===== config.mk =====
export PLATFORM = sky130hd
export DESIGN_NAME = ssw_supervisor
export DESIGN_NICKNAME = d
export VERILOG_FILES = /design/src/hw/ssw_pkg.sv /design/src/hw/ssw_supervisor.sv /design/src/hw/ssw_timer.sv
export SDC_FILE = /design/constraint.sdc
export NUM_CORES = 1
export LEC_CHECK = 0
export BUFFER_PORTS_ARGS = -buffer_cell sky130_fd_sc_hd__buf_4
export CORE_MARGIN = 1
export CORE_UTILIZATION = 45
export CTS_BUF_LIST = sky130_fd_sc_hd__clkbuf_4
export DETAILED_ROUTE_END_ITERATION = 6
export PLACE_DENSITY = 0.68
export RECOVER_POWER = 100
export SLEW_MARGIN = 40
export SYNTH_ARGS = -nofsm -noshare
export SYNTH_HDL_FRONTEND = slang
export SYNTH_SLANG_ARGS = --single-unit

===== constraint.sdc =====
create_clock -name clock_i -period 3.57 [get_ports clock_i]
set_clock_uncertainty 0.05 [all_clocks]
set_input_delay 1.071 -clock clock_i [delete_from_list [all_inputs] [get_ports clock_i]]
set_output_delay 1.071 -clock clock_i [all_outputs]
set_load 0.03 [all_outputs]

===== src/hw/ssw_pkg.sv =====
// Constants shared by the supply supervisor and watchdog reset block
package ssw_pkg;

  // ************************************************************
  // Clock and timing
  // ************************************************************
  localparam int unsigned CLK_HZ          = 50_000_000;
  localparam int unsigned HOLD_MS         = 200;
  localparam int unsigned WDOG_MS         = 1600;
  localparam int unsigned HOLD_CYCLES     = (CLK_HZ / 1000) * HOLD_MS;
  localparam int unsigned WDOG_CYCLES     = (CLK_HZ / 1000) * WDOG_MS;
  localparam int unsigned CNT_W           = 32;

  // ************************************************************
  // Reset sequencer states
  // ************************************************************
  typedef enum logic [1:0] {
    SSW_ST_ACTIVE = 2'b00,
    SSW_ST_HOLD   = 2'b01,
    SSW_ST_RUN    = 2'b10
  } ssw_state_t;

endpackage


===== src/hw/ssw_supervisor.sv =====
// Supply supervisor with watchdog, manual reset and write inhibit
`timescale 1ns/1ps
`default_nettype none
module ssw_supervisor #(
  parameter int unsigned HOLD_CYCLES = ssw_pkg::HOLD_CYCLES,
  parameter int unsigned WDOG_CYCLES = ssw_pkg::WDOG_CYCLES
) (
  // Clock and reset
  input  wire logic clock_i,
  input  wire logic rst_n_i,
  // Comparator results
  input  wire logic supply_ok_i,
  input  wire logic aux_below_ref_i,
  // Host side
  input  wire logic watchdog_kick_in_i,
  input  wire logic reset_n_pin_i,
  // Reset outputs, reset_lo_o open drain, reset_hi_o drives high, enable low while driving
  output logic      reset_hi_o,
  output logic      reset_hi_oe_n_o,
  output logic      reset_lo_o,
  output logic      reset_lo_oe_n_o,
  // Auxiliary low-voltage output, open drain
  output logic      aux_low_out_o,
  output logic      aux_low_out_oe_n_o,
  // Memory write protection
  output logic      write_inhibit_o
);

  // ************************************************************
  // Input edge capture
  // ************************************************************
  logic kick_ff;
  logic supply_ok_ff;
  logic pin_low_ff;
  logic nxt_kick;
  logic nxt_supply_ok;
  logic nxt_pin_low;
  logic kick_edge;

  always_comb begin
    nxt_kick      = watchdog_kick_in_i;
    nxt_supply_ok = supply_ok_i;
    // Ignore our own drive of the pin: only count a low we are not making
    nxt_pin_low   = !reset_n_pin_i && reset_lo_oe_n_o;
  end

  always_ff @(posedge clock_i) begin
    if (!rst_n_i) begin
      kick_ff      <= 1'b0;
      supply_ok_ff <= 1'b0;
      pin_low_ff   <= 1'b0;
    end else begin
      kick_ff      <= nxt_kick;
      supply_ok_ff <= nxt_supply_ok;
      pin_low_ff   <= nxt_pin_low;
    end
  end

  // Only read in the run state, so a stale compare just after reset is harmless
  // Kick edge detect
  assign kick_edge = kick_ff ^ watchdog_kick_in_i;

  // ************************************************************
  // Reset sequencer
  // ************************************************************
  ssw_pkg::ssw_state_t state_ff;
  ssw_pkg::ssw_state_t nxt_state;
  logic                hold_load;
  logic                hold_done;
  logic                wdog_load;
  logic                wdog_done;
  logic                cause;

  assign cause = !supply_ok_ff || pin_low_ff;

  always_comb begin
    nxt_state = state_ff;
    hold_load = 1'b0;
    wdog_load = 1'b0;
    case (state_ff)
      ssw_pkg::SSW_ST_ACTIVE: begin
        // Keep the hold timer full so every cause gets the whole hold
        hold_load = 1'b1;
        if (!cause) begin
          nxt_state = ssw_pkg::SSW_ST_HOLD;
        end
      end
      ssw_pkg::SSW_ST_HOLD: begin
        if (cause) begin
          nxt_state = ssw_pkg::SSW_ST_ACTIVE;
        end else if (hold_done) begin
          wdog_load = 1'b1;
          nxt_state = ssw_pkg::SSW_ST_RUN;
        end
      end
      ssw_pkg::SSW_ST_RUN: begin
        wdog_load = kick_edge;
        if (cause || wdog_done) begin
          nxt_state = ssw_pkg::SSW_ST_ACTIVE;
        end
      end
      default: begin
        nxt_state = ssw_pkg::SSW_ST_ACTIVE;
      end
    endcase
  end

  always_ff @(posedge clock_i) begin
    if (!rst_n_i) begin
      state_ff <= ssw_pkg::SSW_ST_ACTIVE;
    end else begin
      state_ff <= nxt_state;
    end
  end

  ssw_timer u_hold (
    .clock_i   (clock_i),
    .rst_n_i   (rst_n_i),
    .load_i    (hold_load),
    .run_i     (state_ff == ssw_pkg::SSW_ST_HOLD),
    .start_i   (ssw_pkg::CNT_W'(HOLD_CYCLES - 1)),
    .expired_o (hold_done)
  );

  ssw_timer u_wdog (
    .clock_i   (clock_i),
    .rst_n_i   (rst_n_i),
    .load_i    (wdog_load),
    .run_i     (state_ff == ssw_pkg::SSW_ST_RUN),
    .start_i   (ssw_pkg::CNT_W'(WDOG_CYCLES - 1)),
    .expired_o (wdog_done)
  );

  // ************************************************************
  // Reset outputs
  // ************************************************************
  logic nxt_reset_hi;
  logic nxt_reset_hi_oe_n;
  logic nxt_reset_lo;
  logic nxt_reset_lo_oe_n;

  always_comb begin
    // Active unless the sequencer is heading for the run state
    nxt_reset_hi      = (nxt_state != ssw_pkg::SSW_ST_RUN);
    nxt_reset_hi_oe_n = !nxt_reset_hi;
    nxt_reset_lo      = 1'b0;
    nxt_reset_lo_oe_n = !nxt_reset_hi;
  end

  always_ff @(posedge clock_i) begin
    if (!rst_n_i) begin
      reset_hi_o      <= 1'b1;
      reset_hi_oe_n_o <= 1'b0;
      reset_lo_o      <= 1'b0;
      reset_lo_oe_n_o <= 1'b0;
    end else begin
      reset_hi_o      <= nxt_reset_hi;
      reset_hi_oe_n_o <= nxt_reset_hi_oe_n;
      reset_lo_o      <= nxt_reset_lo;
      reset_lo_oe_n_o <= nxt_reset_lo_oe_n;
    end
  end

  // ************************************************************
  // Auxiliary low-voltage output
  // ************************************************************
  logic nxt_aux_low;
  logic nxt_aux_low_oe_n;

  always_comb begin
    nxt_aux_low      = 1'b0;
    nxt_aux_low_oe_n = !aux_below_ref_i;
  end

  always_ff @(posedge clock_i) begin
    if (!rst_n_i) begin
      aux_low_out_o      <= 1'b0;
      aux_low_out_oe_n_o <= 1'b0;
    end else begin
      aux_low_out_o      <= nxt_aux_low;
      aux_low_out_oe_n_o <= nxt_aux_low_oe_n;
    end
  end

  // ************************************************************
  // Memory write protection
  // ************************************************************
  logic nxt_inhibit;

  always_comb begin
    // Follows the raw comparator so writes stop before the sequencer reacts
    nxt_inhibit = !supply_ok_i;
  end

  always_ff @(posedge clock_i) begin
    if (!rst_n_i) begin
      write_inhibit_o <= 1'b1;
    end else begin
      write_inhibit_o <= nxt_inhibit;
    end
  end

endmodule
`default_nettype wire


===== src/hw/ssw_timer.sv =====
// Down counter that reports expiry, restartable by a load pulse
`timescale 1ns/1ps
`default_nettype none
module ssw_timer (
  // Clock and reset
  input  wire logic                       clock_i,
  input  wire logic                       rst_n_i,
  // Control
  input  wire logic                       load_i,
  input  wire logic                       run_i,
  input  wire logic [ssw_pkg::CNT_W-1:0]  start_i,
  // Status
  output logic                            expired_o
);

  logic [ssw_pkg::CNT_W-1:0] cnt_ff;
  logic [ssw_pkg::CNT_W-1:0] nxt_cnt;

  always_comb begin
    nxt_cnt = cnt_ff;
    if (load_i) begin
      nxt_cnt = start_i;
    end else if (run_i && (cnt_ff != '0)) begin
      nxt_cnt = cnt_ff - ssw_pkg::CNT_W'(1);
    end
  end

  always_ff @(posedge clock_i) begin
    if (!rst_n_i) begin
      cnt_ff <= '0;
    end else begin
      cnt_ff <= nxt_cnt;
    end
  end

  assign expired_o = (cnt_ff == '0) && !load_i;

endmodule
`default_nettype wire


# Word level (Yosys, flattened, before mapping)
# Index checks and enable logic that the tools add are counted.
# totals
ff_bits	73
input_bits	6
output_inout_bits	7
elab_cells	55
# op_classes
n_bitwise	2
eq_ne	3
n_addsub	2
muxes	13
reduce_logical	23
# ops
operator	count
32-bit zero test	2
32-bit nonzero test	2
32-bit by 1-bit subtractor with 32-bit output, second input constant	2
27-bit 2-to-1 mux	2
24-bit 2-to-1 mux	2
2-bit 2-to-1 mux	4
1-bit zero test	7
2-bit one-hot mux with 3 select lines	1
1-bit logical AND	5
2-bit nonzero test	2
2-bit OR reduction	2
1-bit 2-to-1 mux	3
2-bit by 1-bit == test with 1-bit output, second input constant	1
2-bit == test, second input constant	1
2-bit zero test	1
1-bit logical OR	2
2-bit inequality test, second input constant	1
1-bit one-hot mux with 2 select lines	1
1-bit inverter	1
1-bit bitwise XOR	1

# Logic depth before layout (Yosys ltp)
# Gate-level depths: netlist (run 1).
# depth
ltp_word	14
mapped_depth	9
depth_no_buf	8

# Modules after synthesis
# Synthesis (run 1) repeated with hierarchy kept, for this count alone.
# unflattened
cells_unflattened	557
hier_area_um2	4418.0
# modules_own_cells
mod	area_per_inst_um2	n_inst	cells_each	seq_area_each_um2
ssw_timer (u_wdog)	2014.4	1	258	640.6
ssw_timer (u_hold)	1983.2	1	255	640.6
ssw_supervisor	420.4	1	44	180.2

# Least setup slack after synthesis (run 1)
# Ideal clock, no wire load.
# synth_timing
path_kind	flip-flop to flip-flop
startpoint	reg u_wdog.cnt_ff[22] (netlist bit)
endpoint	reg u_wdog.cnt_ff[1] (netlist bit)
t_required_ps	3450
t_arrival_ps	2465
setup_time_ps	70
setup_slack_ps	985
n_path_buf	1
synth_period_minus_slack_ps	2585
path_stages_with_launch	8
path_cell_list	dfxtp_1 -> or4_4 -> or4_4 -> buf_6 -> nor4_4 -> or2b_2 -> mux2_2 -> a21oi_1
# synth_via
elab_chain_len	3
# synth_lines
item	line	text
start: declaration	ssw_timer.sv:16	logic [ssw_pkg::CNT_W-1:0] cnt_ff;
start signal: assignment	ssw_timer.sv:32	cnt_ff <= nxt_cnt;
32-bit nonzero test	ssw_timer.sv:23	end else if (run_i && (cnt_ff != '0)) begin
1-bit logical AND	ssw_timer.sv:23	
2-bit nonzero test (no source line)	-	
# No other way between the ends.
# A chain may end at the register's enable or synchronous reset.

# Worst setup path in the final report (run 1)
# layout_timing
startpoint	reg u_hold.cnt_ff[12] (netlist bit)
endpoint	reg u_wdog.cnt_ff[14] (netlist bit)
# layout_via
elab_chain_len	6
# layout_lines
item	line	text
start: declaration	ssw_timer.sv:16	
start signal: assignment	ssw_timer.sv:32	
32-bit zero test	ssw_timer.sv:36	assign expired_o = (cnt_ff == '0) && !load_i;
1-bit logical AND	ssw_timer.sv:36	
1-bit 2-to-1 mux	ssw_supervisor.sv:91	end else if (hold_done) begin
1-bit 2-to-1 mux	ssw_supervisor.sv:89	if (cause) begin
1-bit one-hot mux with 2 select lines	ssw_supervisor.sv:80	case (state_ff)
2-bit OR reduction (no source line)	-	
# No other way between the ends.

==> run metrics, run 1 <==
outcome finished, final reports clean; worst-margin pin slew 0.977 ns; gr ovfl total 0; sequential area share after synthesis 0.401; routed vias between 2000 and 3000; Final ANT Viol Nets 0; area delta synth->final 6.69%; Post-synth EDFFs 0; PostCTS Resize Cnt 0; worst path arrival time 3.18 ns; vias in the first global route ~2700; Synth async-reset ratio 0; RSZ-0062 raised after global routing false; pwr dens about 370 mW/mm^2; Final Cell Area 0.00389 sq mm; Hold Vio Cnt, Final 0; clk slew on worst S/H paths 0.13 ns; met2 usage 0.305; commonest non-fill, non-tap cells in the layout dfxtp_1, nor2_1, xnor2_1, xor2_1, nor3_1; # diodes 0; All-Layer GR Usage 0.187; row count 32; WHS 0.467 ns; die width about 92 um; die area roughly 0.0085 sq mm; Vias/cell 5.42; HP Class reg2reg; Max IR drop VDD ~0.24 mV; Global Route met3 Usage 0.0431; Initial Utilization 0.470; setup TNS 0 ns; Synth Area per Inst roughly 8.9 sq um; wirelength, routed 7.29 mm; synthesis-stage register bit count 73; grt met1 use 0.245; post-layout minimum cycle time 2.92 ns; filler instances ~770; Max Freq 342 MHz; maxcap violations 0; post-CTS setup buffers 0; Ports 13; reg2reg path depth 6; Finish-stage setup viols 0; clock root buffer clkbuf_4; most common cell after layout, fill and taps aside dfxtp_1; Yosys warning total 0; CP Launch Type flip-flop; Synth cell types 55; CTS tree yes; clock latency on the worst-skew pair about 0.44 ns; DRC Markers 0; P_leak about 1.4 nW; clock sinks 73; GR peak layer met2; CTS Hold Buffers Added 0; wire per inst between 10 and 15 um; Critical Path RT roughly 3.8 ns; total CTS buffers 9; Post-DP HPWL around 5.0 mm; crit path capture type flip-flop; RePlAce Congestion 0.842; Core Area around 0.0078 sq mm; synthesized area between 0.003 and 0.004 sq mm; share of layout cells above drive strength 1 0.0888; Hold Path Depth 1; largest net degree at the start of global routing 18; first-pass GRT wire length ~13 mm; TritonRoute pass-1 iters 4; die height about 92 um; Primary FF master, synth dfxtp_1; CP Class reg2reg; Mapped Cells roughly 410; Max clock buf depth 2; PortBufs 10; placed cell area 0.00382 sq mm; DR iter-0 viols 90; maximum net fanout on the critical path 15; Slew Limit Fails 0; H-tree Lvls 3; Rel. slew slack 0.344; Final period util 0.819; final net count between 400 and 500; initial antenna violation count 0
[synthesized netlist by cell type (10+ instances only)]
| library cell | number | area share |
|---|---|---|
| xnor2_1 | 32 | 0.077 |
| nor4_1 | 13 | 0.022 |
| inv_1 | 11 | 0.011 |
| nand2_1 | 16 | 0.016 |
| a21oi_1 | 20 | 0.027 |
| nand4_1 | 10 | 0.017 |
| nand3_1 | 16 | 0.022 |
| xor2_1 | 25 | 0.060 |
| nor3_1 | 23 | 0.032 |
| o21a_1 | 13 | 0.027 |
| dfxtp_1 | 73 | 0.40 |
| clkbuf_1 | 10 | 0.010 |
| nor2_1 | 59 | 0.061 |
[metrics by stage]
stage | cells | util | setup WS (ns) | total power [mW]
after floorplan | 412 | - | 0.985 | 0.940
after global placement | 514 | 0.492 | 0.911 | 0.967
after detailed placement | 514 | 0.492 | 0.812 | 0.969
after CTS | 530 | 0.508 | 0.786 | 1.46
after global routing | 530 | 0.501 | 0.430 | 1.50
final | 530 | 0.501 | 0.645 | 1.44
[power by group]
group | internal, mW | switching (mW) | total, mW
logic | 0.0387 | 0.0664 | 0.105
registers | 0.830 | 0.0130 | 0.843
clock network | 0.154 | 0.336 | 0.490
[worst max-delay path, cell delays in order, from the launching register on]
cell	delay [ns]
dfxtp_1	0.38
or4_1	0.58
or3_1	0.51
nor2_1	0.25
a41oi_1	0.37
nand2_1	0.54
nor2_1	0.12
[path summary, 6_finish.rpt]
path                                        start                 to  slack [ns]
worst min register to register    reset_lo_oe_n_o         pin_low_ff        0.47
worst min-delay path              reset_lo_oe_n_o         pin_low_ff        0.47
worst max register to register  u_hold.cnt_ff[12]  u_wdog.cnt_ff[14]        0.65
worst max-delay path            u_hold.cnt_ff[12]  u_wdog.cnt_ff[14]        0.65
[sequential cells by signal (all words and copies together), names as in the netlist]
register,flops
reset_lo_oe_n_o,1
u_hold.cnt_ff,32
state_ff,2
write_inhibit_o,1
u_wdog.cnt_ff,32
reset_hi_o,1
pin_low_ff,1
kick_ff,1
aux_low_out_oe_n_o,1
supply_ok_ff,1
[per-layer routing]
layer	part of all wire	wire length, um	up-vias
met5	0	0	-
met4	0.0082	60	0
met3	0.041	300	7
met2	0.48	3470	52
met1	0.47	3450	1343
li1	-	-	1471
[cell type report]
type,count,area (sq um),area share
tap,102,128,0.0328
sequential,73,1460,0.376
clock buffer,9,67.6,0.0174
clock inverter,7,60.1,0.0154
multi-input combinational,311,2040,0.524
inverter,11,41.3,0.0106
timing repair buffer,17,93.8,0.0241
[cell families after synthesis]
logic type / share of synthesized area
other cells: 0.00103
fa+ha+maj: 0.0240
flops: 0.401
xor+xnor: 0.137
simple gates: 0.296
buf+inv: 0.0353
mux: 0.00309
compound gates: 0.103
(Power assumes the default switching activity.)
==> inputs of run 2 (changes only) <==
--- a/config.mk
+++ b/config.mk
@@ -5,12 +5,13 @@
 export SDC_FILE = /design/constraint.sdc
 export NUM_CORES = 1
 export LEC_CHECK = 0
+export ABC_AREA = 1
 export BUFFER_PORTS_ARGS = -buffer_cell sky130_fd_sc_hd__buf_4
 export CORE_MARGIN = 1
 export CORE_UTILIZATION = 45
 export CTS_BUF_LIST = sky130_fd_sc_hd__clkbuf_4
 export DETAILED_ROUTE_END_ITERATION = 6
-export PLACE_DENSITY = 0.68
+export PLACE_DENSITY = 0.7
 export RECOVER_POWER = 100
 export SLEW_MARGIN = 40
 export SYNTH_ARGS = -nofsm -noshare
==> constraint.sdc (replaced) <==
create_clock -name clock_i -period 2.54 [get_ports clock_i]
set_clock_uncertainty 0.05 [all_clocks]
set_input_delay 0.762 -clock clock_i [delete_from_list [all_inputs] [get_ports clock_i]]
set_output_delay 0.762 -clock clock_i [all_outputs]
set_load 0.03 [all_outputs]
==> run 2 against run 1 <==
  * First-iteration DRC count grew to 3.0 times the previous value
  * Largest cell class unchanged
  * Critical endpoint is now u_hold.cnt_ff[27]
  * Synthesized cell count is 58% higher
  * Register-to-register slack worse by 0.45 ns
  * Die area grew 19%
  * Highest routed layer unchanged
  * Non-clock buffer count unchanged
  * Global-route usage increased by 2.9 points
  * Critical path type unchanged
  * Synthesized area grew 19%
==> run metrics, run 2 <==
share of layout cells above drive strength 1 0.0875; Compound-Gate Fraction of Synth Area 0.0925; final net count around 670; largest net degree at the start of global routing 25; gr ovfl total 0; filler instances 990; CTS tree yes; synthesized area about 0.0043 sq mm; RSZ-0062 raised after global routing false; die area about 0.01 sq mm; sequential area share after synthesis 0.336; Ports 13; Clk pwr share 0.350; setup TNS 0 ns; total CTS buffers 9; PortBufs 10; Mapped Cells about 650; Non-Filler Instances 792; CP Launch Type flip-flop; P_leak approximately 2.2 nW; RePlAce Congestion approximately 0.9; post-synth top area share 0.336; DP Cell Count around 780; Initial Utilization 0.468; worst-margin pin slew between 0.5 and 0.6 ns; HP Class reg2reg; wirelength, routed roughly 10 mm; pwr dens between 400 and 500 mW/mm^2; Seq pwr share 0.562; Synth async-reset ratio 0; fraction of power spent switching nets 0.272; area delta synth->final 5.65%; first-pass GRT wire length 17.5 mm; Post-synth EDFFs 0; Sw Pwr slightly below 600 uW; CTS Hold Buffers Added 0; XOR/XNOR Fraction of Synth Area 0.0625; main combinational cell family by area after synthesis simple AND/OR/NAND/NOR gates; multiplexer share of the synthesized area 0; post-CTS setup buffers 0; count leader, synth nand2_1; Comb pwr share 0.088; Simple-Gate Fraction of Synth Area 0.406; Final period util 0.924; Primary FF master, synth dfxtp_1; Hold Vio Cnt, Final 0; DR iter-0 viols about 270; Critical Path RT 2.79 ns; CP Class reg2reg; routed vias ~4000; clk slew on worst S/H paths 0.13 ns; All-Layer GR Usage 0.216; # diodes 0; maximum net fanout on the critical path 17; Vias/cell 5.20; Synth cell types 41; Max clock buf depth 2; Post-Synth Adder-Cell Area 0.0202; Core Area between 0.009 and 0.01 sq mm; vias in the first global route 3768; clock latency on the worst-skew pair between 0.4 and 0.5 ns; TritonRoute pass-1 iters 5; row count 35; Max IR drop VDD 0.270 mV; synthesis-stage register bit count 73; die height about 100 um; outcome finished, final reports clean; ranking of synthesized cells by area dfxtp_1, nand2_1, nor2_1; Yosys warning total 0; worst path arrival time 2.59 ns; Synth top cells by count nand2_1, nor2_1, dfxtp_1; Slew Limit Fails 0; Finish-stage setup viols 0; post-layout minimum cycle time 2.35 ns; most common cell after layout, fill and taps aside nand2_1; wire per inst approximately 13 um; Synth area leader dfxtp_1; Int Power ~1.5 mW; Rel. slew slack 0.632; die width between 100 and 150 um; Post-DP HPWL roughly 7.7 mm; biggest regs u_hold.cnt_ff: 32 flops, u_wdog.cnt_ff: 32 flops, state_ff: 2 flops; Max Freq between 400 and 500 MHz; Synth Area per Inst about 6.7 sq um; H-tree Lvls 3; initial antenna violation count 0; crit path capture type flip-flop; PostCTS Resize Cnt 0; clock root buffer clkbuf_4; commonest non-fill, non-tap cells in the layout nand2_1, nor2_1, dfxtp_1, inv_1, nand3_1; clock sinks 73; DRC Markers 0; Final ANT Viol Nets 0; maxcap violations 0
run 2: logic make-up (layout without fill, tap and decap cells):
family	Yosys count	in the layout
AOI/OAI and AO/OA	72	72
xor gates and xnor gates	31	31
adders and majority gates	7	7
buffers and inverters	82	96
DFF	73	73
other	1	2
and+or+nand+nor	382	382
run 2: layer usage:
layer	share of wire	track usage	up-vias
met2	0.44	0.337	121
met5	0	0	-
met1	0.49	0.299	1892
li1	-	-	2092
met4	0.013	0.0758	0
met3	0.055	0.0376	13
run 2: worst max-delay path, cell delays in order, from the launching register on:
cell and delay, ns:
dfxtp_1 0.40, inv_1 0.08, ha_1 0.20, nand2_1 0.08
nor2_2 0.04, nand2_1 0.18, nor2_8 0.08, nor2_8 0.23
inv_2 0.17, nor2_1 0.20, nand2_1 0.14, nor3_2 0.17
and2_0 0.18, nor3_2 0.04
run 2: final timing paths:
path,from,to,cells after the start,slack [ns]
worst min-delay path,reset_lo_oe_n_o,pin_low_ff,2,0.41
worst max-delay path,u_hold.cnt_ff[1],u_hold.cnt_ff[27],13,0.19
worst max register to register,u_hold.cnt_ff[1],u_hold.cnt_ff[27],13,0.19
worst min register to register,reset_lo_oe_n_o,pin_low_ff,2,0.41
run 2: power by group through the flow:
stage / clock, mW / sequential [mW] / combinational (mW)
global placement: 0 / 1.21 / 0.190
detailed placement: 0 / 1.22 / 0.194
finish: 0.743 / 1.19 / 0.187
CTS: 0.762 / 1.19 / 0.195
floorplan: 0 / 1.21 / 0.147
global route: 0.810 / 1.19 / 0.210
run 2: stage by stage:
| step | area [sq um] | hold slack, ns | util | total power, mW | setup WS (ns) |
|---|---|---|---|---|---|
| CTS | 4660 | 0.414 | 0.502 | 2.15 | 0.305 |
| global placement | 4520 | 0.392 | 0.487 | 1.40 | 0.362 |
| finish | 4590 | 0.414 | 0.494 | 2.12 | 0.192 |
| global route | 4590 | 0.411 | 0.494 | 2.21 | 0.0153 |
| detailed placement | 4520 | 0.399 | 0.487 | 1.41 | 0.320 |
| floorplan | 4350 | 0.394 | - | 1.36 | 0.733 |
run 2: area by class of cell:
class	instances	area (sq um)	share of cell area
clock inverter	5	56.3	0.0123
sequential	73	1460	0.318
inverter	63	236	0.0515
multi-input combinational	494	2490	0.543
tap	129	161	0.0352
clock buffer	11	82.6	0.0180
timing repair buffer	17	98.8	0.0215
==> inputs of run 3 (changes only) <==
--- a/config.mk
+++ b/config.mk
@@ -6,13 +6,15 @@
 export NUM_CORES = 1
 export LEC_CHECK = 0
 export ABC_AREA = 1
-export BUFFER_PORTS_ARGS = -buffer_cell sky130_fd_sc_hd__buf_4
+export CELL_PAD_IN_SITES_DETAIL_PLACEMENT = 1
+export CELL_PAD_IN_SITES_GLOBAL_PLACEMENT = 2
 export CORE_MARGIN = 1
-export CORE_UTILIZATION = 45
+export CORE_UTILIZATION = 34
 export CTS_BUF_LIST = sky130_fd_sc_hd__clkbuf_4
 export DETAILED_ROUTE_END_ITERATION = 6
-export PLACE_DENSITY = 0.7
-export RECOVER_POWER = 100
+export DONT_BUFFER_PORTS = 1
+export PLACE_DENSITY = 0.86
+export RECOVER_POWER = 50
 export SLEW_MARGIN = 40
 export SYNTH_ARGS = -nofsm -noshare
 export SYNTH_HDL_FRONTEND = slang
==> run 3 against run 2 <==
  * Global-route usage shrank 0.82 points
  * Largest power group unchanged
  * Non-clock buffer count decreased by 6
  * Critical endpoint is now u_hold.cnt_ff[1]
  * Via count decreased by 0.36%
  * Count of clock-buffer cells in the layout stayed put
  * Highest routed layer unchanged
  * First-iteration DRC count is 19% lower
  * Final cell count is 4.2% higher
==> run metrics, run 3 (synthesized netlist as in run 2, its figures left out) <==
share of layout cells above drive strength 1 0.0944; Max IR drop VDD around 0.24 mV; post-route setup slack a little over 0.2 ns; Final Cell Area around 0.0046 sq mm; die height around 120 um; CTS Hold Buffers Added 0; RSZ-0062 raised after global routing false; setup slack after placement about 0.25 ns; Final period util 0.919; worst path arrival time between 2 and 3 ns; first-pass GRT wire length approximately 21 mm; Hold Vio Cnt, Final 0; All-Layer GR Usage 0.208; Vias/cell about 5; H-tree Lvls 3; Comb pwr share 0.085; clock root buffer clkbuf_4; worst-margin pin slew approximately 0.64 ns; Finish-stage setup viols 0; clock latency on the worst-skew pair about 0.46 ns; DR iter-0 viols between 200 and 250; Slew Limit Fails 0; row count 40; fraction of power spent switching nets 0.284; DRC Markers 0; total CTS buffers 9; routed vias about 4000; HP Class in2reg; Ports 13; Int Power between 1.5 and 2 mW; Initial Utilization 0.356; Non-Filler Instances roughly 830; # diodes 0; TritonRoute pass-1 iters 4; wire per inst ~15 um; PortBufs 0; die width approximately 120 um; Rel. slew slack 0.572; Core Area between 0.01 and 0.015 sq mm; Seq pwr share 0.555; maximum net fanout on the critical path 17; DP Cell Count 809; Sw Pwr approximately 610 uW; post-layout minimum cycle time between 2 and 2.5 ns; wirelength, routed 12.4 mm; maxcap violations 0; post-CTS setup buffers 0; P_leak roughly 2.2 nW; Worst path max stage delay roughly 0.37 ns; WHS between 0.3 and 0.4 ns; Max Freq approximately 430 MHz; cell-by-cell trace of the critical path nor2_1 -> nand2_1 -> nor2_1 -> nand2_1 -> nor2_8 -> nor2_8 -> inv_1 -> buf_4 -> o21ai_0 -> a21oi_1 -> nor2_1; RePlAce Congestion a little under 0.9; placed cell area about 0.0045 sq mm; clock sinks 73; outcome finished, final reports clean; vias in the first global route roughly 4200; Critical Path RT approximately 2.8 ns; Post-DP HPWL slightly below 10 mm; final net count 665; CTS tree yes; biggest regs u_hold.cnt_ff: 32 flops, u_wdog.cnt_ff: 32 flops, state_ff: 2 flops; setup TNS 0 ns; commonest non-fill, non-tap cells in the layout nand2_1, nor2_1, dfxtp_1, inv_1; die area roughly 0.013 sq mm; PostCTS Resize Cnt 0; clk slew on worst S/H paths between 0.1 and 0.15 ns; pwr dens ~460 mW/mm^2; CP Class reg2reg; Max clock buf depth 2; most frequent CP cell nor2_1; area delta synth->final 6.91%; Final ANT Viol Nets 0; initial antenna violation count 0; crit path max-delay cell type dfxtp_1; largest net degree at the start of global routing 25; CP Launch Type flip-flop; gr ovfl total 0; crit path capture type flip-flop; Clk pwr share 0.360; most common cell after layout, fill and taps aside nand2_1
-- run 3: critical path, delay by kind of cell (launching register included) --
family | cells | cell delay [ns]
AO/OA/AOI/OAI | 2 | 0.21
buffers and inverters | 2 | 0.46
flip-flops | 1 | 0.37
AND/OR/NAND/NOR | 7 | 1.13
-- run 3: stage by stage --
stage | total power, mW | util
2_1_floorplan | 1.36 | -
3_3_place_gp | 1.40 | 0.371
3_5_place_dp | 1.41 | 0.371
4_1_cts | 2.19 | 0.383
5_1_grt | 2.25 | 0.380
6_report | 2.15 | 0.380
-- run 3: final timing paths --
kind / start / endpoint / slack [ns] / depth (start not counted)
worst min-delay path: reset_n_pin_i / pin_low_ff / 0.31 / 1
worst max-delay path: u_hold.cnt_ff[24] / u_hold.cnt_ff[1] / 0.20 / 11
worst min register to register: u_wdog.cnt_ff[29] / u_wdog.cnt_ff[29] / 0.43 / 2
worst max register to register: u_hold.cnt_ff[24] / u_hold.cnt_ff[1] / 0.20 / 11
-- run 3: per-layer routing --
metal | global-route usage | vias up | wire (um)
li1 | - | 2075 | -
met3 | 0.0285 | 24 | 389
met5 | 0 | - | 0
met1 | 0.283 | 1938 | 6270
met2 | 0.324 | 66 | 5470
met4 | 0.0952 | 0 | 299
-- run 3: layout make-up --
type	instances	area [sq um]
inverter	63	239
tap	168	210
fill	1648	7570
clock buffer	11	82.6
clock inverter	5	56.3
sequential	73	1460
timing repair buffer	11	90.1
multi-input combinational	494	2500
-- run 3: power by group through the flow --
stage	Sequential [mW]	Clock (mW)	Combinational, mW
2_1_floorplan	1.21	0	0.147
3_3_place_gp	1.22	0	0.181
3_5_place_dp	1.22	0	0.187
4_1_cts	1.20	0.809	0.189
5_1_grt	1.20	0.847	0.205
6_report	1.20	0.774	0.183
